$ cat config.mk
export PLATFORM = sky130hd
export DESIGN_NAME = mdcfg_top
export DESIGN_NICKNAME = d
export VERILOG_FILES = /design/src/mdcfg_pkg.sv /design/src/mdcfg_wd_if.sv /design/src/mdcfg_ratio.sv /design/src/mdcfg_top.sv /design/src/mdcfg_wdog.sv
export SDC_FILE = /design/constraint.sdc
export NUM_CORES = 1
export LEC_CHECK = 0
export BUFFER_PORTS_ARGS = -buffer_cell sky130_fd_sc_hd__clkbuf_2
export CORE_ASPECT_RATIO = 1.25
export CORE_MARGIN = 8
export CORE_UTILIZATION = 50
export CTS_BUF_LIST = sky130_fd_sc_hd__clkbuf_16
export DETAILED_ROUTE_END_ITERATION = 10
export GPL_TIMING_DRIVEN = 0
export PLACE_DENSITY = 0.67
export RECOVER_POWER = 50
export SYNTH_ARGS = -nofsm -noshare
export SYNTH_HDL_FRONTEND = slang
export SYNTH_HIERARCHICAL = 1
export SYNTH_SLANG_ARGS = --single-unit
$ cat constraint.sdc
create_clock -name sys_clk -period 4.1 [get_ports sys_clk]
set_input_delay 0.41 -clock sys_clk [delete_from_list [all_inputs] [get_ports sys_clk]]
set_output_delay 0.41 -clock sys_clk [all_outputs]
set_load 0.03 [all_outputs]
$ cat src/mdcfg_pkg.sv
package mdcfg_pkg;
    // Register offsets on the serial target port
    localparam logic [7:0] SETUP_A_OFF = 8'hA6;
    localparam logic [7:0] SETUP_B_OFF = 8'hA8;
    localparam logic [7:0] TICKLE_OFF = 8'hF0;
    localparam logic [7:0] STATUS_OFF = 8'hF2;
    // Values after reset
    localparam logic [31:0] SETUP_A_RST = 32'h0010_0000;
    localparam logic [31:0] SETUP_B_RST = 32'h0000_0000;
    // Field positions in system_setup_a
    localparam int A_PIN_LO = 28;
    localparam int A_ADDR_LO = 20;
    localparam int A_RANGE_LO = 0;
    // Field positions in system_setup_b
    localparam int B_FREQ_LO = 16;
    localparam int B_SLEEP_LO = 14;
    localparam int B_CGAIN = 13;
    localparam int B_VGAIN = 12;
    localparam int B_LPKIND = 11;
    localparam int B_CLKSEL_LO = 9;
    localparam int B_EXTEN = 8;
    localparam int B_RATE_LO = 5;
    localparam int B_WDEN = 4;
    localparam int B_WDINT_LO = 2;
    localparam int B_WDSRC = 1;
    localparam int B_WDRESP = 0;
    // Codes
    localparam logic [1:0] SPEED_FREQ_MODE = 2'h3;
    localparam logic [1:0] CLK_EXT_CODE = 2'h3;
    localparam logic [1:0] RANGE_UNDEF = 2'h3;
    localparam logic [10:0] EXT_RATE_BASE_KHZ = 11'h008;
    // Times and cycle counts
    localparam int unsigned CLK_MHZ = 40;
    localparam int unsigned CYC_PER_MS = 1000 * CLK_MHZ;
    localparam int unsigned SLEEP_US [4] = '{50, 200, 20000, 200000};
    localparam int unsigned SLEEP_CYC [4] = '{SLEEP_US[0] * CLK_MHZ, SLEEP_US[1] * CLK_MHZ,
        SLEEP_US[2] * CLK_MHZ, SLEEP_US[3] * CLK_MHZ};
    localparam int unsigned GAIN_MS = 1;
    localparam int unsigned GAIN_CYC = GAIN_MS * CYC_PER_MS;
    localparam int unsigned WD_GPIO_MS [4] = '{100, 200, 500, 1000};
    localparam int unsigned WD_I2C_MS [4] = '{1000, 2000, 5000, 10000};
    localparam int unsigned WD_GPIO_CYC [4] = '{WD_GPIO_MS[0] * CYC_PER_MS,
        WD_GPIO_MS[1] * CYC_PER_MS, WD_GPIO_MS[2] * CYC_PER_MS, WD_GPIO_MS[3] * CYC_PER_MS};
    localparam int unsigned WD_I2C_CYC [4] = '{WD_I2C_MS[0] * CYC_PER_MS,
        WD_I2C_MS[1] * CYC_PER_MS, WD_I2C_MS[2] * CYC_PER_MS, WD_I2C_MS[3] * CYC_PER_MS};
    typedef enum logic [3:0] {
        ST_IDLE, ST_ADDR, ST_ADDR_ACK, ST_OFFS, ST_OFFS_ACK,
        ST_WDATA, ST_WDATA_ACK, ST_RDATA, ST_RDATA_ACK
    } mdcfg_i2c_state_type;
endpackage : mdcfg_pkg

$ cat src/mdcfg_wd_if.sv
`timescale 1ns/100ps
interface mdcfg_wd_if;
    logic enable;
    logic src_gpio;
    logic fault_latch;
    logic [1:0] interval;
    logic tickle;
    logic fault;
    logic hiz;
    modport cfg (output enable, output src_gpio, output fault_latch, output interval,
        output tickle, input fault, input hiz);
    modport timer (input enable, input src_gpio, input fault_latch, input interval,
        input tickle, output fault, output hiz);
endinterface : mdcfg_wd_if

$ cat src/mdcfg_ratio.sv
`timescale 1ns/100ps
module mdcfg_ratio #(
    parameter int W = 15,
    parameter int QW = 16
) (
    // Clock and reset
    input wire logic sys_clk,
    input wire logic nrst,
    input wire logic ce,
    // Request
    input wire logic start,
    input wire logic [W-1:0] num,
    input wire logic [W-1:0] den,
    // Result
    output logic busy,
    output logic done,
    output logic [QW-1:0] quot
);
    logic [W:0] rem_q;
    logic [W:0] rem_sh;
    logic [W-1:0] den_q;
    logic [5:0] left_q;

    assign busy = (left_q != 6'h0);
    assign rem_sh = {rem_q[W-1:0], 1'b0};

    // Fraction num/den in QW bits; at or over full scale it saturates
    always_ff @(posedge sys_clk or negedge nrst) begin
        if (!nrst) begin
            rem_q <= '0;
            den_q <= '0;
            left_q <= 6'h0;
            quot <= '0;
            done <= 1'b0;
        end else if (ce) begin
            done <= 1'b0;
            if (start && !busy) begin
                if (den == '0 || num >= den) begin
                    quot <= '1;
                    done <= 1'b1;
                end else begin
                    rem_q <= {1'b0, num};
                    den_q <= den;
                    quot <= '0;
                    left_q <= 6'(QW);
                end
            end else if (busy) begin
                if (rem_sh >= {1'b0, den_q}) begin
                    rem_q <= rem_sh - {1'b0, den_q};
                    quot <= {quot[QW-2:0], 1'b1};
                end else begin
                    rem_q <= rem_sh;
                    quot <= {quot[QW-2:0], 1'b0};
                end
                left_q <= left_q - 6'h1;
                done <= (left_q == 6'h1);
            end
        end
    end
endmodule : mdcfg_ratio

$ cat src/mdcfg_top.sv
`timescale 1ns/100ps
// What this block does
// - Pin field 0 leaves the shared pin unused, 1 to 3 route phase A, B or C sense.
// - Setup A bits 26:20 hold the serial target address.
// - Supply range codes are 15, 30 or 60 V, and 3 is undefined.
// - Frequency mode duty is measured frequency over the full-scale field.
// - Low power follows a below-threshold speed held for the coded time.
// - Auto current gain readjusts the current gain every 1 ms.
// - Auto voltage gain readjusts the voltage gain every 1 ms.
// - The low-power kind bit picks standby for 0, sleep for 1.
// - Clock source 0 is internal and 3 is external.
// - One bit turns external clock mode on.
// - The rate field gives 8 kHz doubling per code to 1024 kHz.
// - One bit enables the tickle watchdog.
// - Intervals are 100 to 1000 ms on the pin, 1 to 10 s over the bus.
// - The tickle source bit picks bus writes for 0, the pin for 1.
// - Fault response 0 only reports, 1 latches and floats the motor outputs.
// - The full-scale ratio applies only in speed mode 3.
module mdcfg_top
#(
    parameter int unsigned SLEEP_T_CYC [4] = mdcfg_pkg::SLEEP_CYC,
    parameter int unsigned GAIN_T_CYC = mdcfg_pkg::GAIN_CYC,
    parameter int unsigned WD_GPIO_T_CYC [4] = mdcfg_pkg::WD_GPIO_CYC,
    parameter int unsigned WD_I2C_T_CYC [4] = mdcfg_pkg::WD_I2C_CYC,
    parameter int DUTY_W = 16
) (
    // Clock, reset, enable
    input wire logic sys_clk,
    input wire logic nrst,
    input wire logic ce,
    // Serial target pins
    input wire logic scl_in,
    input wire logic sda_in,
    output logic sda_out,
    output logic sda_oe_n,
    // Phase sense sources and routed pin
    input wire logic phase_a_sense_out,
    input wire logic phase_b_sense_out,
    input wire logic phase_c_sense_out,
    output logic multi_pin_out,
    // Speed input
    input wire logic [1:0] speed_pin_mode,
    input wire logic [14:0] speed_freq,
    input wire logic speed_freq_stb,
    input wire logic speed_below_thresh,
    output logic [DUTY_W-1:0] duty_cmd,
    output logic duty_cmd_stb,
    // Power and gain control
    output logic [1:0] max_supply_range,
    output logic supply_range_bad,
    output logic standby_req,
    output logic sleep_req,
    output logic current_gain_step,
    output logic voltage_gain_step,
    // Clocking
    output logic ext_clk_select,
    output logic clk_sel_bad,
    output logic [10:0] ext_ref_khz,
    // Watchdog
    input wire logic tickle_gpio,
    output logic tickle_fault,
    output logic motor_hiz
);
    import mdcfg_pkg::*;

    mdcfg_i2c_state_type state_q;
    logic [31:0] system_setup_a_q;
    logic [31:0] system_setup_b_q;
    logic scl_q;
    logic sda_q;
    logic [7:0] shift_q;
    logic [7:0] tx_q;
    logic [3:0] bit_cnt_q;
    logic [1:0] idx_q;
    logic [7:0] offset_q;
    logic [23:0] wbuf_q;
    logic nack_q;
    logic wr_stb_q;
    logic [31:0] wr_data_q;
    logic bus_tickle_q;
    logic gpio_q;
    logic scl_rise;
    logic scl_fall;
    logic start_cond;
    logic stop_cond;
    logic [6:0] my_addr;
    logic [23:0] sleep_cnt_q;
    logic [15:0] gain_cnt_q;
    logic gain_tick;
    logic div_busy;
    logic div_done;
    logic [DUTY_W-1:0] div_quot;
    logic [7:0] rd_first;
    logic [7:0] rd_next;

    mdcfg_wd_if wd ();

    // Byte of the word at the current offset; unmapped offsets read as zero
    function automatic logic [7:0] rd_byte(input logic [1:0] idx);
        logic [31:0] w;
        w = 32'h0;
        if (offset_q == SETUP_A_OFF) begin
            w = system_setup_a_q;
        end else if (offset_q == SETUP_B_OFF) begin
            w = system_setup_b_q;
        end else if (offset_q == STATUS_OFF) begin
            w = {28'h0, sleep_req, standby_req, motor_hiz, tickle_fault};
        end
        return w[{idx, 3'h0} +: 8];
    endfunction : rd_byte

    always_comb begin
        rd_first = rd_byte(2'h0);
        rd_next = rd_byte(idx_q + 2'h1);
    end

    assign my_addr = system_setup_a_q[A_ADDR_LO +: 7];
    assign scl_rise = scl_in && !scl_q;
    assign scl_fall = !scl_in && scl_q;
    assign start_cond = scl_in && scl_q && sda_q && !sda_in;
    assign stop_cond = scl_in && scl_q && !sda_q && sda_in;
    assign sda_out = 1'b0;

    always_ff @(posedge sys_clk or negedge nrst) begin
        if (!nrst) begin
            scl_q <= 1'b1;
            sda_q <= 1'b1;
            gpio_q <= 1'b0;
        end else if (ce) begin
            scl_q <= scl_in;
            sda_q <= sda_in;
            gpio_q <= tickle_gpio;
        end
    end

    // Serial target: bits are taken on SCL rise, SDA changes only after SCL fall
    always_ff @(posedge sys_clk or negedge nrst) begin
        if (!nrst) begin
            state_q <= ST_IDLE;
            sda_oe_n <= 1'b1;
            shift_q <= 8'h00;
            tx_q <= 8'h00;
            bit_cnt_q <= 4'h0;
            idx_q <= 2'h0;
            offset_q <= 8'h00;
            wbuf_q <= 24'h0;
            nack_q <= 1'b0;
            wr_stb_q <= 1'b0;
            wr_data_q <= 32'h0;
            bus_tickle_q <= 1'b0;
        end else if (ce) begin
            wr_stb_q <= 1'b0;
            bus_tickle_q <= 1'b0;
            if (start_cond) begin
                state_q <= ST_ADDR;
                bit_cnt_q <= 4'h0;
                sda_oe_n <= 1'b1;
            end else if (stop_cond) begin
                state_q <= ST_IDLE;
                sda_oe_n <= 1'b1;
            end else if (scl_rise) begin
                if (state_q == ST_RDATA_ACK) begin
                    nack_q <= sda_in;
                end else if (state_q == ST_ADDR || state_q == ST_OFFS ||
                    state_q == ST_WDATA) begin
                    shift_q <= {shift_q[6:0], sda_in};
                    bit_cnt_q <= bit_cnt_q + 4'h1;
                end
            end else if (scl_fall) begin
                case (state_q)
                    ST_ADDR: begin
                        if (bit_cnt_q == 4'h8) begin
                            if (shift_q[7:1] == my_addr) begin
                                sda_oe_n <= 1'b0;
                                nack_q <= shift_q[0];
                                state_q <= ST_ADDR_ACK;
                            end else begin
                                state_q <= ST_IDLE;
                            end
                        end
                    end
                    ST_ADDR_ACK: begin
                        bit_cnt_q <= 4'h0;
                        idx_q <= 2'h0;
                        if (nack_q) begin
                            tx_q <= rd_first;
                            sda_oe_n <= rd_first[7];
                            state_q <= ST_RDATA;
                        end else begin
                            sda_oe_n <= 1'b1;
                            state_q <= ST_OFFS;
                        end
                    end
                    ST_OFFS: begin
                        if (bit_cnt_q == 4'h8) begin
                            sda_oe_n <= 1'b0;
                            offset_q <= shift_q;
                            idx_q <= 2'h0;
                            bus_tickle_q <= (shift_q == TICKLE_OFF);
                            state_q <= ST_OFFS_ACK;
                        end
                    end
                    ST_OFFS_ACK, ST_WDATA_ACK: begin
                        sda_oe_n <= 1'b1;
                        bit_cnt_q <= 4'h0;
                        if (state_q == ST_WDATA_ACK) begin
                            idx_q <= idx_q + 2'h1;
                        end
                        state_q <= ST_WDATA;
                    end
                    ST_WDATA: begin
                        if (bit_cnt_q == 4'h8) begin
                            sda_oe_n <= 1'b0;
                            wbuf_q[{idx_q[1:0], 3'h0} +: 8] <= shift_q;
                            if (idx_q == 2'h3) begin
                                wr_stb_q <= 1'b1;
                                wr_data_q <= {shift_q, wbuf_q};
                            end
                            state_q <= ST_WDATA_ACK;
                        end
                    end
                    ST_RDATA: begin
                        bit_cnt_q <= bit_cnt_q + 4'h1;
                        if (bit_cnt_q == 4'h7) begin
                            sda_oe_n <= 1'b1;
                            state_q <= ST_RDATA_ACK;
                        end else begin
                            sda_oe_n <= tx_q[6];
                            tx_q <= {tx_q[6:0], 1'b0};
                        end
                    end
                    ST_RDATA_ACK: begin
                        bit_cnt_q <= 4'h0;
                        if (nack_q) begin
                            state_q <= ST_IDLE;
                        end else begin
                            tx_q <= rd_next;
                            sda_oe_n <= rd_next[7];
                            idx_q <= idx_q + 2'h1;
                            state_q <= ST_RDATA;
                        end
                    end
                    default: begin
                        sda_oe_n <= 1'b1;
                    end
                endcase
            end
        end
    end

    // Configuration words; writes to other offsets are acknowledged and dropped
    always_ff @(posedge sys_clk or negedge nrst) begin
        if (!nrst) begin
            system_setup_a_q <= SETUP_A_RST;
            system_setup_b_q <= SETUP_B_RST;
        end else if (ce && wr_stb_q) begin
            if (offset_q == SETUP_A_OFF) begin
                system_setup_a_q <= wr_data_q;
            end else if (offset_q == SETUP_B_OFF) begin
                system_setup_b_q <= wr_data_q;
            end
        end
    end

    // Decoded configuration outputs
    always_ff @(posedge sys_clk or negedge nrst) begin
        if (!nrst) begin
            multi_pin_out <= 1'b0;
            max_supply_range <= 2'h0;
            supply_range_bad <= 1'b0;
            ext_clk_select <= 1'b0;
            clk_sel_bad <= 1'b0;
            ext_ref_khz <= EXT_RATE_BASE_KHZ;
        end else if (ce) begin
            case (system_setup_a_q[A_PIN_LO +: 2])
                2'h1: multi_pin_out <= phase_a_sense_out;
                2'h2: multi_pin_out <= phase_b_sense_out;
                2'h3: multi_pin_out <= phase_c_sense_out;
                default: multi_pin_out <= 1'b0;
            endcase
            max_supply_range <= system_setup_a_q[A_RANGE_LO +: 2];
            supply_range_bad <= (system_setup_a_q[A_RANGE_LO +: 2] == RANGE_UNDEF);
            // Both the source code and the enable are needed
            ext_clk_select <= (system_setup_b_q[B_CLKSEL_LO +: 2] == CLK_EXT_CODE) &&
                system_setup_b_q[B_EXTEN];
            clk_sel_bad <= (system_setup_b_q[B_CLKSEL_LO +: 2] != 2'h0) &&
                (system_setup_b_q[B_CLKSEL_LO +: 2] != CLK_EXT_CODE);
            ext_ref_khz <= EXT_RATE_BASE_KHZ << system_setup_b_q[B_RATE_LO +: 3];
        end
    end

    // Low-power entry timer; any return above threshold restarts it
    always_ff @(posedge sys_clk or negedge nrst) begin
        if (!nrst) begin
            sleep_cnt_q <= 24'h0;
            standby_req <= 1'b0;
            sleep_req <= 1'b0;
        end else if (ce) begin
            if (!speed_below_thresh) begin
                sleep_cnt_q <= 24'h0;
                standby_req <= 1'b0;
                sleep_req <= 1'b0;
            end else if (32'(sleep_cnt_q) + 32'h1 >=
                SLEEP_T_CYC[system_setup_b_q[B_SLEEP_LO +: 2]]) begin
                standby_req <= !system_setup_b_q[B_LPKIND];
                sleep_req <= system_setup_b_q[B_LPKIND];
            end else begin
                sleep_cnt_q <= sleep_cnt_q + 24'h1;
            end
        end
    end

    // Shared 1 ms base for both gain loops
    assign gain_tick = (32'(gain_cnt_q) == GAIN_T_CYC - 32'h1);

    always_ff @(posedge sys_clk or negedge nrst) begin
        if (!nrst) begin
            gain_cnt_q <= 16'h0;
            current_gain_step <= 1'b0;
            voltage_gain_step <= 1'b0;
        end else if (ce) begin
            gain_cnt_q <= gain_tick ? 16'h0 : gain_cnt_q + 16'h1;
            current_gain_step <= gain_tick && system_setup_b_q[B_CGAIN];
            voltage_gain_step <= gain_tick && system_setup_b_q[B_VGAIN];
        end
    end

    // Samples arriving while a division runs are dropped, not queued
    mdcfg_ratio #(.W(15), .QW(DUTY_W)) u_ratio (
        .sys_clk(sys_clk),
        .nrst(nrst),
        .ce(ce),
        .start(speed_freq_stb && speed_pin_mode == SPEED_FREQ_MODE),
        .num(speed_freq),
        .den(system_setup_b_q[B_FREQ_LO +: 15]),
        .busy(div_busy),
        .done(div_done),
        .quot(div_quot)
    );

    always_ff @(posedge sys_clk or negedge nrst) begin
        if (!nrst) begin
            duty_cmd <= '0;
            duty_cmd_stb <= 1'b0;
        end else if (ce) begin
            duty_cmd_stb <= div_done;
            if (div_done) begin
                duty_cmd <= div_quot;
            end
        end
    end

    assign wd.enable = system_setup_b_q[B_WDEN];
    assign wd.src_gpio = system_setup_b_q[B_WDSRC];
    assign wd.fault_latch = system_setup_b_q[B_WDRESP];
    assign wd.interval = system_setup_b_q[B_WDINT_LO +: 2];
    // Only the selected source counts as a tickle
    assign wd.tickle = system_setup_b_q[B_WDSRC] ? (tickle_gpio && !gpio_q) :
        bus_tickle_q;
    assign tickle_fault = wd.fault;
    assign motor_hiz = wd.hiz;

    mdcfg_wdog #(.GPIO_CYC(WD_GPIO_T_CYC), .I2C_CYC(WD_I2C_T_CYC)) u_wdog (
        .sys_clk(sys_clk),
        .nrst(nrst),
        .ce(ce),
        .wd(wd)
    );
endmodule : mdcfg_top

$ cat src/mdcfg_wdog.sv
`timescale 1ns/100ps
module mdcfg_wdog #(
    parameter int unsigned GPIO_CYC [4] = mdcfg_pkg::WD_GPIO_CYC,
    parameter int unsigned I2C_CYC [4] = mdcfg_pkg::WD_I2C_CYC
) (
    // Clock and reset
    input wire logic sys_clk,
    input wire logic nrst,
    input wire logic ce,
    // Configuration and status
    mdcfg_wd_if.timer wd
);
    import mdcfg_pkg::*;
    logic [31:0] cnt_q;
    logic [31:0] limit;
    logic expire;
    logic fault_q;
    logic hiz_q;

    assign limit = wd.src_gpio ? GPIO_CYC[wd.interval] : I2C_CYC[wd.interval];
    assign expire = wd.enable && !wd.tickle && (cnt_q >= limit - 32'h1);
    assign wd.fault = fault_q;
    assign wd.hiz = hiz_q;

    always_ff @(posedge sys_clk or negedge nrst) begin
        if (!nrst) begin
            cnt_q <= 32'h0;
        end else if (ce) begin
            if (!wd.enable || wd.tickle || expire) begin
                cnt_q <= 32'h0;
            end else begin
                cnt_q <= cnt_q + 32'h1;
            end
        end
    end

    // A tickle in the same cycle blocks a new expiry, so the fault clears instead while hiz_q is clear
    always_ff @(posedge sys_clk or negedge nrst) begin
        if (!nrst) begin
            fault_q <= 1'b0;
        end else if (ce) begin
            if (expire) begin
                fault_q <= 1'b1;
            end else if ((wd.tickle || !wd.enable) && !hiz_q) begin
                fault_q <= 1'b0;
            end
        end
    end

    // Latched response only leaves through reset
    always_ff @(posedge sys_clk or negedge nrst) begin
        if (!nrst) begin
            hiz_q <= 1'b0;
        end else if (ce && expire && wd.fault_latch) begin
            hiz_q <= 1'b1;
        end
    end
endmodule : mdcfg_wdog
**Word level (Yosys, flattened, before mapping)**

Index checks and enable logic that the tools add are counted.

- Bits of input ports: 28
- Output and inout bits: 42
- Register bits after elaboration: 325
- Logic and storage cells: 281

- $lt $le $gt $ge: 6
- Mux-type cells: 97
- Reductions and logical operators: 72
- Bitwise gates (word level): 8
- Shifts and indexed selects: 4
- Equal/unequal tests: 45
- $add $sub $neg: 10

Operators by type and width:

| cell | count |
|---|---|
| 32-bit 2-to-1 mux | 10 |
| 32-bit binary-select mux with 2-bit select | 3 |
| 16-bit 2-to-1 mux | 4 |
| 15-bit 2-to-1 mux | 4 |
| 4-bit 2-to-1 mux | 15 |
| 24-bit 2-to-1 mux | 2 |
| 1-bit 2-to-1 mux | 40 |
| 32-bit by 1-bit adder with 32-bit output, second input constant | 1 |
| 8-bit == test, second input constant | 4 |
| 25-bit by 32-bit >= comparator with 1-bit output | 1 |
| 32-bit >= comparator | 1 |
| 32-bit by 6-bit variable part select with 8-bit output | 1 |
| 32-bit by 1-bit subtractor with 32-bit output, second input constant | 1 |
| 4-bit case mux with 7 select lines | 1 |
| 24-bit by 1-bit adder with 25-bit output, second input constant | 1 |
| 24-bit by 1-bit adder with 24-bit output, second input constant | 1 |
| 24-bit bitwise mux | 1 |
| 8-bit AND reduction | 3 |
| 8-bit by 7-bit variable shift with 24-bit output, first input constant | 1 |
| 8-bit by 7-bit variable part select with 24-bit output | 1 |
| 7-bit 2-to-1 mux | 3 |
| 7-bit case mux with 3 select lines | 1 |
| 7-bit AND reduction | 3 |
| 4-bit by 3-bit == test with 1-bit output, second input constant | 5 |
| 49 further kinds | 134 |

**Logic depth before layout (Yosys ltp)**

- Word-level depth: 11
- Mapped depth: 15
- Depth with buffers taken out: 13

**Modules after synthesis**

Netlist, hierarchy kept.

By module, submodules not included:

| module | area each (µm²) | instances | seq. area each (µm²) | cells an instance |
|---|---|---|---|---|
| mdcfg_top | 12,001.5 | 1 | 5,886.9 | 1,146 |
| mdcfg_ratio | 3,554.7 | 1 | 1,326.3 | 403 |
| mdcfg_wdog | 2,484.9 | 1 | 850.8 | 281 |

**Least setup slack after synthesis**

OpenSTA, ideal clock, no wires.

- Path kind: flip-flop to flip-flop
- Start: register sleep_cnt_q[10]
- End: register sleep_cnt_q[4]
- Library setup time: 0.125 ns
- Path buffers: 2
- Required time: 3.975 ns
- Period minus slack after synthesis: 3.157 ns
- Data arrival time: 3.031 ns
- Cell stages (with the launch flop): 15
- Path slack: 0.943 ns
- Cell sequence: dfrtp_1 -> buf_2 -> nand4_2 -> or4_4 -> nor2_1 -> xor2_1 -> ha_1 -> nand3_1 -> nand2_1 -> a211oi_1 -> o2111ai_2 -> o21ai_2 -> and2_4 -> buf_6 -> mux2_4

- Cells in the longest elaborated chain, start to end: 4

RTL lines:

| item | line | text |
|---|---|---|
| start: declaration | mdcfg_top.sv:87 | `logic [23:0] sleep_cnt_q;` |
| start signal: assignment | mdcfg_top.sv:308 | `sleep_cnt_q <= sleep_cnt_q + 24'h1;` |
| 24-bit by 1-bit adder with 25-bit output | mdcfg_top.sv:303 | `end else if (32'(sleep_cnt_q) + 32'h1 >=` |
| 25-bit by 32-bit >= comparator with 1-bit output | mdcfg_top.sv:303 |  |
| 2-bit != test (no line) | n/a |  |
| 2-bit AND reduction (no line) | n/a |  |

Every way passes these cells.
A chain may end at the register's enable or synchronous reset.

**Final worst setup path**

- Start: register sleep_cnt_q[6]
- End: register sleep_cnt_q[10]

- Cells in the longest elaborated chain, start to end: 4
- Elaborated cells between the ends (all ways): 7
- Classes of those cells: add/sub (2); order compare (1); eq/ne (1); mux (2); reduce/logical (1)

RTL lines:

| item | line |
|---|---|
| 24-bit by 1-bit adder with 25-bit output | mdcfg_top.sv:303 |
| 25-bit by 32-bit >= comparator with 1-bit output | mdcfg_top.sv:303 |
| 2-bit != test (no line) | n/a |
| 2-bit AND reduction (no line) | n/a |

Parallel ways exist; a longest one is shown, timed or not. The select of a mux whose other input is x is not followed.

==> impl_metrics.env <==
export IMPL_status="finished, violations left"
export IMPL_violations="max-capacitance violations, max-slew violations"
export IMPL_synth_area_leaders="dfrtp_1, mux2_2, ha_1"
export IMPL_critPathKind="flop to flop"
export IMPL_relSlewSlack_pct=-109
export IMPL_fp_dieH_um=228
export IMPL_syn_area_um2=18000
export IMPL_synth_distinct_cells=96
export IMPL_cp_slowest_cell="nor3_1"
export IMPL_synth_avg_cell_area_um2=9.86
export IMPL_ys_seq_area_share_pct=44.7
export IMPL_dpl_hpwl_um=33900
export IMPL_max_stage_delay_ns=0.58
export IMPL_finalHoldViolCount=0
export IMPL_total_power_w=0.00882
export IMPL_firstDrtPassIters=5
export IMPL_crit_chain="buf_2 -> nand4_4 -> nor3_1 -> nand3_1 -> xnor2_1 -> ha_1 -> a21oi_1 -> nand2_1 -> a211oi_1 -> o2111ai_2 -> o21ai_2 -> and2_4 -> buf_6 -> buf_12 -> mux2i_1"
export IMPL_die_area_um2=42500
export IMPL_cts_setup_buffers=0
export IMPL_avgRoutedWirePerCell_um=19.4
export IMPL_gp_congestion=0.912
export IMPL_cts_sinks=322
export IMPL_tightest_slew_ns=3.14
export IMPL_synthCells=1830
export IMPL_ir_drop_mv=0.375
export IMPL_hold_buffers=1
export IMPL_clk_path_buf_depth=3
export IMPL_start_util_pct=50.2
export IMPL_drv_slew=55
export IMPL_muxShareOfSynthArea_pct=11.0
export IMPL_synth_seq_cells=322
export IMPL_required_ns=4.54
export IMPL_fillers=3237
export IMPL_synthToLayoutAreaGrowth_pct=11.7
export IMPL_antenna_found_initial=0
export IMPL_via_per_inst=5.86
export IMPL_ys_flop_type="dfrtp_1"
export IMPL_synth_edf_count=0
export IMPL_maxCapViolCount=1
export IMPL_rsz0062_at_grt="false"
export IMPL_synth_xor_area_share_pct=3.64
export IMPL_period_share_pct=90.2
export IMPL_reg2reg_depth=15
export IMPL_final_design_area_no_fill_um2=20200
export IMPL_r2r_slack_ns=0.40
export IMPL_antenna_cells=0
export IMPL_rows=78
export IMPL_placed_area_um2=19100
export IMPL_crit_arrival_ns=4.14
export IMPL_drt_iter0_markers=1013
export IMPL_clkTransAtPathRegs_ns=0.06
export IMPL_pin_count=70
export IMPL_cts_tree="yes"
export IMPL_power_density_nw_per_um2=438
export IMPL_grt_pass1_wl_um=76600
export IMPL_root_buffer="clkbuf_16"
export IMPL_core_um2=35900
export IMPL_cp_startpoint="sleep_cnt_q[6]"
export IMPL_p_leak_nw=9.11
export IMPL_cts_resized_gates=0
export IMPL_max_clock_freq_mhz=270
export IMPL_r2r_end="sleep_cnt_q[10]"
export IMPL_yosys_top_cells_count="dfrtp_1, nand2_1, mux2_2"
export IMPL_htreeDepth=2
export IMPL_synth_compound_area_share_pct=15.1
export IMPL_min_path_type="primary input to flop"
export IMPL_grtUsageTotal_pct=22.3
export IMPL_cp_end_kind="flop"
export IMPL_cts_made_buffers=35
export IMPL_synth_top_family_by_area="compound AO/OA/AOI/OAI gates"
export IMPL_drive_above_1_share_pct=14.7
export IMPL_worst_clock_skew_ns=0.0227
export IMPL_yosysTopAreaCell="dfrtp_1"
export IMPL_setup_tns_final_ns=0
export IMPL_hold_depth=3
export IMPL_route_vias_total=14300
export IMPL_port_buffers=64
export IMPL_synth_async_sr_flop_share_pct=100
export IMPL_pre_cts_slack_ns=0.439
export IMPL_ant_nets=0
export IMPL_grt_max_degree=114
export IMPL_holdPathEnd="scl_q"
export IMPL_critPathMaxFanout=10
export IMPL_fp_dieW_um=186
export IMPL_synth_most_common_cell="dfrtp_1"
export IMPL_final_core_util_pct=56.1
export IMPL_hp_start="scl_in"
export IMPL_drc=0
export IMPL_grt_pass1_vias=14300
export IMPL_r2r_start="sleep_cnt_q[6]"
export IMPL_yosys_area_share_simple_pct=15.0
export IMPL_synth_fa_ha_area_share_pct=6.13
export IMPL_period_needed_ns=3.70
export IMPL_synth_top_area_share_pct=44.0
export IMPL_layout_setup_ws_ns=0.402
export IMPL_yosysWarnings=6
export IMPL_startpoint_type="flop"
export IMPL_routed_wl_um=47300
export IMPL_setup_viol=0
export IMPL_fin_nets=2053
export IMPL_clk_latency_ns=0.53
export IMPL_gr_total_overflow=0
==> flip-flops by register name (all words and copies together) (netlist names), 4 cells and up <==
register          cells
bit_cnt_q             4
duty_cmd             16
ext_ref_khz           8
gain_cnt_q           16
offset_q              8
shift_q               8
sleep_cnt_q          24
state_q               4
system_setup_a_q     32
system_setup_b_q     32
tx_q                  7
u_ratio/den_q        15
u_ratio/left_q        6
u_ratio/quot         16
u_ratio/rem_q        15
u_wdog/cnt_q         32
wbuf_q               24
wr_data_q            32
==> stage by stage <==
step / hold WS (ns) / std cells
6_report: 0.130 / 2443
3_5_place_dp: 0.412 / 2380
4_1_cts: 0.112 / 2443
3_3_place_gp: 0.457 / 2377
2_1_floorplan: 0.114 / 1833
5_1_grt: 0.146 / 2443
==> layout by cell type (no fill, tap or decap), types with 27 or more instances in the layout <==
cell type and instances:
clkbuf_16 35, ha_1 86, nand3_1 51, nand4_1 27, nor2_1 106, clkbuf_1 94
xnor2_1 33, nand2_1 225, dfrtp_1 317, a21oi_1 132, a22oi_1 29, mux2i_1 44
xor2_1 42, mux2_2 135, o21ai_0 99, inv_1 78
==> cell type report <==
| cell class | instances | area (um2) | share of cell area (%) |
|---|---|---|---|
| Clock buffer | 35 | 876 | 4.35 |
| Multi-Input combinational cell | 1334 | 9210 | 45.7 |
| Sequential cell | 322 | 8060 | 40.0 |
| Timing Repair Buffer | 68 | 363 | 1.80 |
| Inverter | 73 | 274 | 1.36 |
| Tap cell | 480 | 601 | 2.98 |
| Clock inverter | 27 | 255 | 1.27 |
| Buffer | 104 | 514 | 2.55 |
==> critical path, delay by kind of cell (launching register included) <==
family / cells / cell delay [ns]
adder cells (fa/ha/maj): 1 / 0.29
AND/OR/NAND/NOR: 5 / 1.25
flip-flops: 1 / 0.31
AO/OA/AOI/OAI: 4 / 0.82
buffers and inverters: 3 / 0.50
multiplexers: 1 / 0.20
XOR/XNOR: 1 / 0.24
==> logic make-up (layout without fill, tap and decap cells) <==
logic type,Yosys count,after routing
compound gates,429,429
flops,322,322
other cells,2,5
mux,180,180
fa+ha+maj,88,88
simple gates,557,557
xor+xnor,75,75
buf+inv,177,307
==> routing by layer <==
| layer | track usage (%) | part of all wire [%] | wire [um] |
|---|---|---|---|
| met5 | 0 | 0 | 0 |
| met4 | 7.33 | 3.0 | 1420 |
| met3 | 2.81 | 4.3 | 2030 |
| met2 | 38.6 | 50 | 23700 |
| met1 | 28.2 | 43 | 20200 |
==> worst max-delay path by stage <==
stage | to | slack [ns] | cells after the start
after floorplan | sleep_cnt_q[4] | 0.94 | 14
after global placement | sleep_cnt_q[1] | -4.44 | 1
after detailed placement | sleep_cnt_q[13] | 0.44 | 15
after CTS | sleep_cnt_q[10] | 0.41 | 15
after global routing | state_q[2] | 0.12 | 4
final | sleep_cnt_q[10] | 0.40 | 15
==> where the power goes <==
group	internal (W)	leakage (nW)	total [W]	switching, W
clock network	0.00187	0.577	0.00320	0.00133
registers	0.00351	4.22	0.00377	0.000259
logic	0.000670	4.31	0.00185	0.00118
(Power assumes the default switching activity.)
